--- src/hw/agu_params.svh ---
// Function
// - linear, modulo, multi-wrap and reverse-carry updates
// - two identical halves, four triplets each
// - 16-bit offset adder: +1, -1, +N, -N
// - modulo adder applies plus or minus modulus
// - reverse-carry adder, carries run MSB to LSB
// - adders run in parallel, selector picks sum
// - one update per half per cycle, modifier-decoded
// - two addresses: X plus Y, or program
// - each address bus spans 65536 locations
// - triplets 0-3 low half, 4-7 high
// - address updated only by own triplet
// - all triplet registers read/write over data bus
// - output muxes route low or high address
// - eight 16-bit address registers, pointer or data
// - pre or post update per addressing mode
// - read, modify, write back same register
// - stack pointer addresses memory on spill/fill
// - stack pointer readable, writable, implicitly stepped
// - stack pointer not reset; software loads it
// - modifiers reset to all ones, linear
// - modifier value also gives the modulus
// - eight 16-bit offset registers, offset or data
`ifndef AGU_PARAMS_SVH
`define AGU_PARAMS_SVH

`define AGU_DATA_WIDTH 16
`define AGU_TRIPLETS_PER_HALF 4

// register select on the data bus: group in [4:3], index in [2:0]
`define AGU_SEL_WIDTH 5
`define AGU_SEL_GRP_MSB 4
`define AGU_SEL_GRP_LSB 3
`define AGU_SEL_IDX_MSB 2
`define AGU_SEL_IDX_LSB 0
`define AGU_GRP_ADDR 2'h0
`define AGU_GRP_OFFSET 2'h1
`define AGU_GRP_MODIFIER 2'h2
`define AGU_GRP_STACK 2'h3

`define AGU_ADDR_RESET 16'h0000
`define AGU_OFFSET_RESET 16'h0000
`define AGU_MOD_RESET 16'hFFFF
`define AGU_MOD_LINEAR 16'hFFFF
`define AGU_MOD_REVERSE 16'h0000
`define AGU_MOD_WRAP_TAG 2'h2
`define AGU_RDATA_RESET 16'h0000
`define AGU_STEP_ONE 16'h0001
`define AGU_STEP_MINUS_ONE 16'hFFFF

`endif

--- src/hw/agu_pkg.sv ---
`include "agu_params.svh"
package agu_pkg;
	typedef logic [`AGU_DATA_WIDTH-1:0] word_t;

	typedef enum logic [2:0]
	{
		OP_NONE = 3'h0,
		OP_POST_INC = 3'h1,
		OP_POST_DEC = 3'h2,
		OP_POST_ADD_N = 3'h3,
		OP_POST_SUB_N = 3'h4,
		OP_INDEX_N = 3'h5,
		OP_PRE_DEC = 3'h6
	} upd_op_t;

	typedef enum logic [1:0]
	{
		AR_LINEAR = 2'h0,
		AR_MODULO = 2'h1,
		AR_MULTI_WRAP = 2'h2,
		AR_REVERSE = 2'h3
	} arith_t;

	typedef enum logic
	{
		SRC_LOW = 1'b0,
		SRC_HIGH = 1'b1
	} bus_src_t;

	typedef enum logic [1:0]
	{
		GRP_ADDR = `AGU_GRP_ADDR,
		GRP_OFFSET = `AGU_GRP_OFFSET,
		GRP_MODIFIER = `AGU_GRP_MODIFIER,
		GRP_STACK = `AGU_GRP_STACK
	} reg_grp_t;

	function automatic word_t bit_rev(input word_t v);
		word_t r;
		r = '0;
		for (int i = 0; i < `AGU_DATA_WIDTH; i++)
		begin
			r[i] = v[`AGU_DATA_WIDTH-1-i];
		end
		return r;
	endfunction

	// smallest 2^k-1 covering lim
	function automatic word_t mod_mask(input word_t lim);
		word_t mk;
		mk = lim;
		for (int s = 1; s < `AGU_DATA_WIDTH; s = s * 2)
		begin
			mk = mk | (mk >> s);
		end
		return mk;
	endfunction

	function automatic arith_t decode_arith(input word_t m);
		arith_t a;
		a = AR_LINEAR;
		if (m == `AGU_MOD_LINEAR)
			a = AR_LINEAR;
		else if (m == `AGU_MOD_REVERSE)
			a = AR_REVERSE;
		else if (!m[`AGU_DATA_WIDTH-1])
			a = AR_MODULO;
		else if (m[`AGU_DATA_WIDTH-1:`AGU_DATA_WIDTH-2] == `AGU_MOD_WRAP_TAG)
			a = AR_MULTI_WRAP;
		return a;
	endfunction
endpackage
--- src/hw/addr_alu_half.sv ---
`timescale 1ns/1ps
`include "agu_params.svh"
module addr_alu_half
(
	input wire agu_pkg::word_t i_addr, // selected address register
	input wire agu_pkg::word_t i_offset, // paired offset register
	input wire agu_pkg::word_t i_modifier, // paired modifier register
	input wire agu_pkg::upd_op_t i_op, // addressing mode
	output agu_pkg::word_t o_ea, // effective address
	output agu_pkg::word_t o_new_addr, // updated address
	output logic o_we // write back the update
);
	import agu_pkg::*;

	word_t step;
	word_t off_sum;
	word_t rev_sum;
	word_t mask;
	word_t base;
	word_t mod_sum;
	word_t wrap_sum;
	word_t result;
	logic [`AGU_DATA_WIDTH:0] rel_sum;
	logic [`AGU_DATA_WIDTH:0] mod_rel;
	logic [`AGU_DATA_WIDTH:0] modulus;
	arith_t arith;

	always_comb
	begin
		case (i_op)
			OP_POST_INC: step = `AGU_STEP_ONE;
			OP_POST_DEC, OP_PRE_DEC: step = `AGU_STEP_MINUS_ONE;
			OP_POST_SUB_N: step = word_t'(~i_offset + `AGU_STEP_ONE);
			default: step = i_offset;
		endcase
	end

	assign arith = decode_arith(i_modifier);
	assign off_sum = word_t'(i_addr + step);
	assign rev_sum = bit_rev(word_t'(bit_rev(i_addr) + bit_rev(step)));

	// modulo window is the power-of-two block holding the address
	assign mask = (arith == AR_MODULO) ? mod_mask(i_modifier) :
		mod_mask({1'b0, i_modifier[`AGU_DATA_WIDTH-2:0]});
	assign base = i_addr & ~mask;
	assign modulus = {1'b0, i_modifier};
	assign rel_sum = {1'b0, i_addr & mask} + {step[`AGU_DATA_WIDTH-1], step};

	always_comb
	begin
		mod_rel = rel_sum;
		if (rel_sum[`AGU_DATA_WIDTH])
			mod_rel = rel_sum + modulus + 17'h00001;
		else if (rel_sum > modulus)
			mod_rel = rel_sum - modulus - 17'h00001;
	end

	assign mod_sum = base | (mod_rel[`AGU_DATA_WIDTH-1:0] & mask);
	assign wrap_sum = base | (off_sum & mask);

	always_comb
	begin
		case (arith)
			AR_MODULO: result = mod_sum;
			AR_MULTI_WRAP: result = wrap_sum;
			AR_REVERSE: result = rev_sum;
			default: result = off_sum;
		endcase
	end

	// pre-update and indexed modes present the computed address
	assign o_ea = (i_op == OP_PRE_DEC || i_op == OP_INDEX_N) ? result : i_addr;
	assign o_new_addr = result;
	assign o_we = (i_op != OP_NONE) && (i_op != OP_INDEX_N);
endmodule

--- src/hw/addr_gen_unit.sv ---
`timescale 1ns/1ps
`include "agu_params.svh"
module addr_gen_unit #(
	parameter int DW = `AGU_DATA_WIDTH,
	parameter int NTRIP = `AGU_TRIPLETS_PER_HALF
)
(
	input wire logic I_SYS_CLK, // core instruction clock
	input wire logic I_RST, // async reset, active high
	input wire logic I_CE, // clock enable, freezes state when low
	input wire logic I_GDB_WR, // data bus register write strobe
	input wire logic I_GDB_RD, // data bus register read strobe
	input wire logic [`AGU_SEL_WIDTH-1:0] I_GDB_SEL, // register select
	input wire agu_pkg::word_t I_GDB_WDATA, // write data
	output agu_pkg::word_t O_GDB_RDATA, // read data, registered
	input wire agu_pkg::upd_op_t I_LO_OP, // low half addressing mode
	input wire logic [1:0] I_LO_IDX, // low half triplet 0-3
	input wire agu_pkg::upd_op_t I_HI_OP, // high half addressing mode
	input wire logic [1:0] I_HI_IDX, // high half triplet 4-7
	input wire logic I_XAB_REQ, // x data address wanted
	input wire agu_pkg::bus_src_t I_XAB_SRC, // x address source half
	input wire logic I_YAB_REQ, // y data address wanted
	input wire agu_pkg::bus_src_t I_YAB_SRC, // y address source half
	input wire logic I_PAB_REQ, // program address wanted
	input wire agu_pkg::bus_src_t I_PAB_SRC, // program address source half
	input wire logic I_STK_EXT_EN, // stack extension enabled
	input wire logic I_STK_SPILL, // hardware stack spills one word
	input wire logic I_STK_FILL, // hardware stack fills one word
	output agu_pkg::word_t O_XAB, // x data address bus
	output logic O_XAB_VALID, // x address valid
	output agu_pkg::word_t O_YAB, // y data address bus
	output logic O_YAB_VALID, // y address valid
	output agu_pkg::word_t O_PAB, // program address bus
	output logic O_PAB_VALID // program address valid
);
	import agu_pkg::*;

	localparam int NREG = 2 * NTRIP;
	localparam int IDXW = $clog2(NTRIP);
	localparam int SELW = `AGU_SEL_WIDTH;

	// triplet storage, index 0..3 low half, 4..7 high half
	word_t address_pointer [0:NREG-1];
	word_t step_offset_reg [0:NREG-1];
	word_t arith_modifier_reg [0:NREG-1];
	word_t stack_spill_pointer;

	upd_op_t half_op [0:1];
	logic [IDXW-1:0] half_idx [0:1];
	word_t half_ea [0:1];
	word_t half_new [0:1];
	logic half_we [0:1];
	logic [NREG-1:0] upd_we;
	word_t upd_val [0:NREG-1];

	reg_grp_t gdb_grp;
	logic [`AGU_SEL_IDX_MSB:0] gdb_idx;
	logic stk_access;
	logic stk_spill;
	logic stk_fill;
	word_t stk_addr;
	word_t next_stack_spill_pointer;
	word_t next_rdata;

	function automatic logic [`AGU_SEL_IDX_MSB:0] global_idx(input int h,
		input logic [IDXW-1:0] idx);
		return (`AGU_SEL_IDX_MSB+1)'(h * NTRIP + int'(idx));
	endfunction

	function automatic logic gdb_hit(input logic wr, input reg_grp_t grp,
		input reg_grp_t want, input logic [`AGU_SEL_IDX_MSB:0] idx, input int i);
		return wr && (grp == want) && (int'(idx) == i);
	endfunction

	assign gdb_grp = reg_grp_t'(I_GDB_SEL[`AGU_SEL_GRP_MSB:`AGU_SEL_GRP_LSB]);
	assign gdb_idx = I_GDB_SEL[`AGU_SEL_IDX_MSB:`AGU_SEL_IDX_LSB];

	assign half_op[0] = I_LO_OP;
	assign half_op[1] = I_HI_OP;
	assign half_idx[0] = I_LO_IDX;
	assign half_idx[1] = I_HI_IDX;

	// each half sees only the triplet it selects
	generate
		for (genvar h = 0; h < 2; h++)
		begin : g_half
			logic [`AGU_SEL_IDX_MSB:0] gi;
			assign gi = global_idx(h, half_idx[h]);
			addr_alu_half u_alu
			(
				.i_addr(address_pointer[gi]),
				.i_offset(step_offset_reg[gi]),
				.i_modifier(arith_modifier_reg[gi]),
				.i_op(half_op[h]),
				.o_ea(half_ea[h]),
				.o_new_addr(half_new[h]),
				.o_we(half_we[h])
			);
		end
	endgenerate

	// at most one write-back per half per cycle
	always_comb
	begin
		for (int i = 0; i < NREG; i++)
		begin
			upd_we[i] = 1'b0;
			upd_val[i] = half_new[i / NTRIP];
			if (half_we[i / NTRIP] && (int'(half_idx[i / NTRIP]) == i % NTRIP))
				upd_we[i] = 1'b1;
		end
	end

	// address registers; a bus write wins over an update to the same one
	always_ff @(posedge I_SYS_CLK or posedge I_RST)
	begin
		if (I_RST)
		begin
			for (int i = 0; i < NREG; i++)
				address_pointer[i] <= `AGU_ADDR_RESET;
		end
		else if (I_CE)
		begin
			for (int i = 0; i < NREG; i++)
			begin
				if (gdb_hit(I_GDB_WR, gdb_grp, GRP_ADDR, gdb_idx, i))
					address_pointer[i] <= I_GDB_WDATA;
				else if (upd_we[i])
					address_pointer[i] <= upd_val[i];
			end
		end
	end

	always_ff @(posedge I_SYS_CLK or posedge I_RST)
	begin
		if (I_RST)
		begin
			for (int i = 0; i < NREG; i++)
				step_offset_reg[i] <= `AGU_OFFSET_RESET;
		end
		else if (I_CE)
		begin
			for (int i = 0; i < NREG; i++)
			begin
				if (gdb_hit(I_GDB_WR, gdb_grp, GRP_OFFSET, gdb_idx, i))
					step_offset_reg[i] <= I_GDB_WDATA;
			end
		end
	end

	always_ff @(posedge I_SYS_CLK or posedge I_RST)
	begin
		if (I_RST)
		begin
			for (int i = 0; i < NREG; i++)
				arith_modifier_reg[i] <= `AGU_MOD_RESET;
		end
		else if (I_CE)
		begin
			for (int i = 0; i < NREG; i++)
			begin
				if (gdb_hit(I_GDB_WR, gdb_grp, GRP_MODIFIER, gdb_idx, i))
					arith_modifier_reg[i] <= I_GDB_WDATA;
			end
		end
	end

	// stack extension: spill posts increment, fill pre-decrements
	assign stk_access = I_STK_EXT_EN && (I_STK_SPILL || I_STK_FILL);
	assign stk_spill = I_STK_EXT_EN && I_STK_SPILL;
	assign stk_fill = I_STK_EXT_EN && I_STK_FILL && !I_STK_SPILL;
	assign stk_addr = stk_fill ? word_t'(stack_spill_pointer - `AGU_STEP_ONE) :
		stack_spill_pointer;

	always_comb
	begin
		next_stack_spill_pointer = stack_spill_pointer;
		if (gdb_hit(I_GDB_WR, gdb_grp, GRP_STACK, gdb_idx, 0))
			next_stack_spill_pointer = I_GDB_WDATA;
		else if (stk_spill)
			next_stack_spill_pointer = word_t'(stack_spill_pointer + `AGU_STEP_ONE);
		else if (stk_fill)
			next_stack_spill_pointer = stk_addr;
	end

	// deliberately no reset: software loads it before enabling the extension
	always_ff @(posedge I_SYS_CLK)
	begin
		if (I_CE)
			stack_spill_pointer <= next_stack_spill_pointer;
	end

	// register read path
	always_comb
	begin
		next_rdata = O_GDB_RDATA;
		if (I_GDB_RD)
		begin
			if (gdb_grp == GRP_ADDR)
				next_rdata = address_pointer[gdb_idx];
			else if (gdb_grp == GRP_OFFSET)
				next_rdata = step_offset_reg[gdb_idx];
			else if (gdb_grp == GRP_MODIFIER)
				next_rdata = arith_modifier_reg[gdb_idx];
			else if (gdb_idx == '0)
				next_rdata = stack_spill_pointer;
			else
				next_rdata = `AGU_RDATA_RESET;
		end
	end

	always_ff @(posedge I_SYS_CLK or posedge I_RST)
	begin
		if (I_RST)
			O_GDB_RDATA <= `AGU_RDATA_RESET;
		else if (I_CE)
			O_GDB_RDATA <= next_rdata;
	end

	// x bus: stack traffic first, then data unless a program fetch is out
	always_ff @(posedge I_SYS_CLK or posedge I_RST)
	begin
		if (I_RST)
		begin
			O_XAB <= `AGU_ADDR_RESET;
			O_XAB_VALID <= 1'b0;
		end
		else if (I_CE)
		begin
			O_XAB_VALID <= 1'b0;
			if (stk_access)
			begin
				O_XAB <= stk_addr;
				O_XAB_VALID <= 1'b1;
			end
			else if (I_XAB_REQ && !I_PAB_REQ)
			begin
				O_XAB <= half_ea[I_XAB_SRC];
				O_XAB_VALID <= 1'b1;
			end
		end
	end

	// y bus; distinct halves for x and y are the issuer's duty
	always_ff @(posedge I_SYS_CLK or posedge I_RST)
	begin
		if (I_RST)
		begin
			O_YAB <= `AGU_ADDR_RESET;
			O_YAB_VALID <= 1'b0;
		end
		else if (I_CE)
		begin
			O_YAB_VALID <= 1'b0;
			if (I_YAB_REQ && !I_PAB_REQ)
			begin
				O_YAB <= half_ea[I_YAB_SRC];
				O_YAB_VALID <= 1'b1;
			end
		end
	end

	always_ff @(posedge I_SYS_CLK or posedge I_RST)
	begin
		if (I_RST)
		begin
			O_PAB <= `AGU_ADDR_RESET;
			O_PAB_VALID <= 1'b0;
		end
		else if (I_CE)
		begin
			O_PAB_VALID <= 1'b0;
			if (I_PAB_REQ)
			begin
				O_PAB <= half_ea[I_PAB_SRC];
				O_PAB_VALID <= 1'b1;
			end
		end
	end
endmodule

--- config.mk ---
export PLATFORM = sky130hd
export DESIGN_NAME = addr_gen_unit
export DESIGN_NICKNAME = d
export VERILOG_FILES = /design/src/hw/agu_pkg.sv /design/src/hw/addr_alu_half.sv /design/src/hw/addr_gen_unit.sv
export VERILOG_INCLUDE_DIRS = /design/src /design/src/hw
export SDC_FILE = /design/constraint.sdc
export NUM_CORES = 2
export LEC_CHECK = 0
export BUFFER_PORTS_ARGS = -buffer_cell sky130_fd_sc_hd__buf_2
export CAP_MARGIN = 20
export CELL_PAD_IN_SITES_DETAIL_PLACEMENT = 1
export CELL_PAD_IN_SITES_GLOBAL_PLACEMENT = 1
export CORE_MARGIN = 4
export CORE_UTILIZATION = 51
export DETAILED_ROUTE_END_ITERATION = 16
export MAX_ROUTING_LAYER = met4
export PLACE_DENSITY_LB_ADDON = 0.1
export RECOVER_POWER = 50
export SLEW_MARGIN = 20
export SYNTH_ARGS = -nofsm -noshare
export SYNTH_HDL_FRONTEND = slang
export SYNTH_SLANG_ARGS = --single-unit
--- constraint.sdc ---
create_clock -name I_SYS_CLK -period 15.4 [get_ports I_SYS_CLK]
set_input_delay 1.54 -clock I_SYS_CLK [delete_from_list [all_inputs] [get_ports I_SYS_CLK]]
set_output_delay 1.54 -clock I_SYS_CLK [all_outputs]
set_load 0.01 [all_outputs]
==> flow_summary_export.csv <==
group,metric,value,unit
layout,stdcell_count,4735,
setup_path,crit_path_end,"O_PAB[1]",
pwr,powerDensity,224,nW/µm²
floorplan,dieWidth,277,µm
hold_path,min_path_type,"reg2reg",
setup_path,critPathArrivalTime,12.51,ns
route,drtIter0Drc,4121,
setup_path,cp-start-kind,"input port",
timing,slew_headroom,-301,%
layout,area_delta_synth_final,7.84,%
setup_path,slowest_delay,0.94,ns
outcome,violations,"max-capacitance violations, max-slew violations",
timing,slew_violations,203,
timing,fin_setup_tns,0,ns
placed_design,place_congestion,0.985,
job,maxCapViolations,3,
layout,fill_cells,7919,
clock_network,clk_pin_slew,0.06,ns
setup_path,r2r-start,"arith_modifier_reg[89]",
yosys,yosysUniqueCellTypes,104,
timing,grt_setup_unrepaired,"no",
floorplan,die_area,76500,µm²
global_routing,grt_first_pass_wirelength,247,mm
pwr,vdd_drop_max,226,µV
setup_path,path_buf_inv,2,
global_routing,overflow,0,
clock_network,post_cts_buffers,0,
timing,finalSetupViolCount,0,
route,drt-total-wl,170,mm
yosys,syn-cell-area,36800,µm²
setup_path,criticalPathCategory,"in2reg",
layout,fin_util,55.5,%
setup_path,critPathMaxFanout,27,
floorplan,core_area,71500,µm²
setup_path,required,15.89,ns
global_routing,grt_antenna_before_repair,20,
layout,layout.nets,3914,
floorplan,die_h,277,µm
placed_design,pre_cts_ws,2.74,ns
global_routing,grt.met1_usage,51.9,%
pwr,power,8890,µW
yosys,synth-edff-count,16,
outcome,outcome,"finished with violations",
timing,hold_violations,0,
yosys,netlist_top_cells_area,"dfrtp_1 22%, mux4_2 12%, dfstp_2 9.1%",
clock_network,cts_resized,0,
setup_path,rrSetupSlack,4.50,ns
setup_path,reg2reg_depth,30,
global_routing,grt_max_degree,169,
setup_path,cp_top_family,"simple AND/OR/NAND/NOR gates",
timing,worst_pin_slew,5.98,ns
timing,finalWorstSetupSlack,3.38,ns
pwr,p_leak,0.0170,µW
timing,skew,0.0720,ns
global_routing,grt_use_met3,9.90,%
yosys,netlist.area_leader.share,22.0,%
setup_path,r2r-end,"O_PAB[1]",
yosys,seq_area_frac_synth,32.4,%
setup_path,cp_slowest_cell,"nor4_1",
yosys,synthArstFlopShare,96.6,%
clock_network,cts_buffers,53,
placed_design,dp_cells,4617,
yosys,avgSynthCellArea,9.72,µm²
clock_network,cts_num_sinks,467,
clock_network,postCtsHoldBufs,0,
route,dr_total_vias,34500,
timing,min_period,12.02,ns
global_routing,top_usage_layer,"met2",
placed_design,io_buffers,111,
timing,post-route-period-util,78.0,%
global_routing,use_met2,68.0,%
route,ant_nets,0,
layout,drive_gt1_share,21.0,%
floorplan,ioPinCount,112,
floorplan,start_util,51.4,%
global_routing,grt_usage,44.3,%
route,via_per_inst,7.29,
route,firstDrtPassIters,8,
clock_network,cts.path.max_buffers,3,
timing,fmax,83.2,MHz
setup_path,cp-end-kind,"register",
floorplan,rows,98,
yosys,synth-main-ff-cell,"dfrtp_1",
route,wl_per_cell,35.9,µm
setup_path,path_depth,31,
clock_network,cts_root_buffer,"clkbuf_16",
route,drc_errors,0,
clock_network,htreeDepth,2,
yosys,yosysTopAreaCell,"dfrtp_1",
yosys,netlist_instances,3783,
setup_path,crit_top_cell,"nand2_1",
setup_path,startpoint,"I_LO_IDX[0]",
clock_network,clock_latency,0.66,ns
placed_design,dp_hpwl,122,mm
global_routing,grt_pass1_vias,35500,
clock_network,cts_tree,"yes",
yosys,ys_ff_latch,467,
yosys,yosys_warnings,0,
[placed cells by master (no fill, tap or decap), types with 61 or more instances in the layout]
master and count:
inv_1 134, clkbuf_1 88, xnor2_1 84, o21ai_0 287
ha_1 136, mux4_2 201, dfstp_2 128, mux2_2 229
nor2_1 253, dfrtp_1 323, nand3_1 61, nor3_1 65
mux2i_1 133, nand2_1 380, a21oi_1 250
[worst reg2reg max path: cells and delay by family (launching register included)]
family / cells / cell delay [ns]
DFF: 1 / 0.38
buffers and inverters: 1 / 0.26
muxes: 1 / 0.53
AOI/OAI and AO/OA: 12 / 3.91
xor gates and xnor gates: 1 / 0.32
adders and majority gates: 3 / 1.31
and+or+nand+nor: 12 / 4.02
[Yosys cell counts, types with 23 or more instances]
master      n
mux4_2    201
nand3_1    61
a21o_1     59
nand2_1   383
xor2_1     28
clkbuf_1  218
mux2i_1   133
dfrtp_1   323
or3_1      28
a31oi_1    44
o211ai_1   33
nand2b_1   31
nor3_1     65
nand4_1    24
inv_1     135
ha_1      136
buf_1      25
a211oi_1   39
mux2_2    264
xnor2_1    84
and2_1     41
nor2_1    254
dfstp_2   128
o31ai_1    24
nor2b_1    23
o21ai_0   291
a21oi_1   250
[metrics by stage]
stage	area, µm²	hold slack (ns)
6_report	39700	0.491
5_1_grt	39700	0.528
4_1_cts	39700	0.490
3_5_place_dp	37800	0.475
3_3_place_gp	37800	0.450
2_1_floorplan	36800	0.461
[area by class of cell]
cell class	count	area [µm²]	share of cell area [%]
well taps	950	1190	3.00
flip-flops and latches	467	11900	30.1
clock buffers	74	1580	3.98
clock inverters	26	310	0.782
multi-input cells	2909	23300	58.7
inverters	137	515	1.30
repair buffers	155	797	2.01
diodes	17	42.5	0.107
[per-layer routing]
| metal | up-vias | wire (µm) |
|---|---|---|
| li1 | 14000 | - |
| met1 | 17500 | 61200 |
| met2 | 2241 | 77100 |
| met3 | 752 | 16000 |
| met4 | 0 | 15700 |
| met5 | - | 0 |
[power breakdown]
part           internal, µW  switching [µW]
Combinational          1940            3680
Sequential             1580             301
Clock                   795             603
[how the worst min path moves through the flow]
stage	startpoint	slack (ns)	cells past startpoint	endpoint
after detailed placement	O_XAB[8]	0.48	2	O_XAB[8]
after CTS	O_XAB[8]	0.49	2	O_XAB[8]
final	O_XAB[8]	0.49	2	O_XAB[8]
after global placement	O_XAB[8]	0.45	2	O_XAB[8]
after floorplan	address_pointer[16]	0.46	2	address_pointer[16]
after global routing	O_PAB[8]	0.53	2	O_PAB[8]
[logic make-up after synthesis]
| group | count (synthesis) | synth area share, % |
|---|---|---|
| buffers and inverters | 408 | 4.39 |
| other | 1 | 0.0102 |
| AOI/OAI and AO/OA | 1022 | 17.8 |
| xor gates and xnor gates | 114 | 2.76 |
| and+or+nand+nor | 1020 | 12.9 |
| adders and majority gates | 146 | 5.17 |
| DFF | 467 | 32.4 |
| muxes | 605 | 24.5 |
Note: power is estimated with default switching activity, not from simulation.
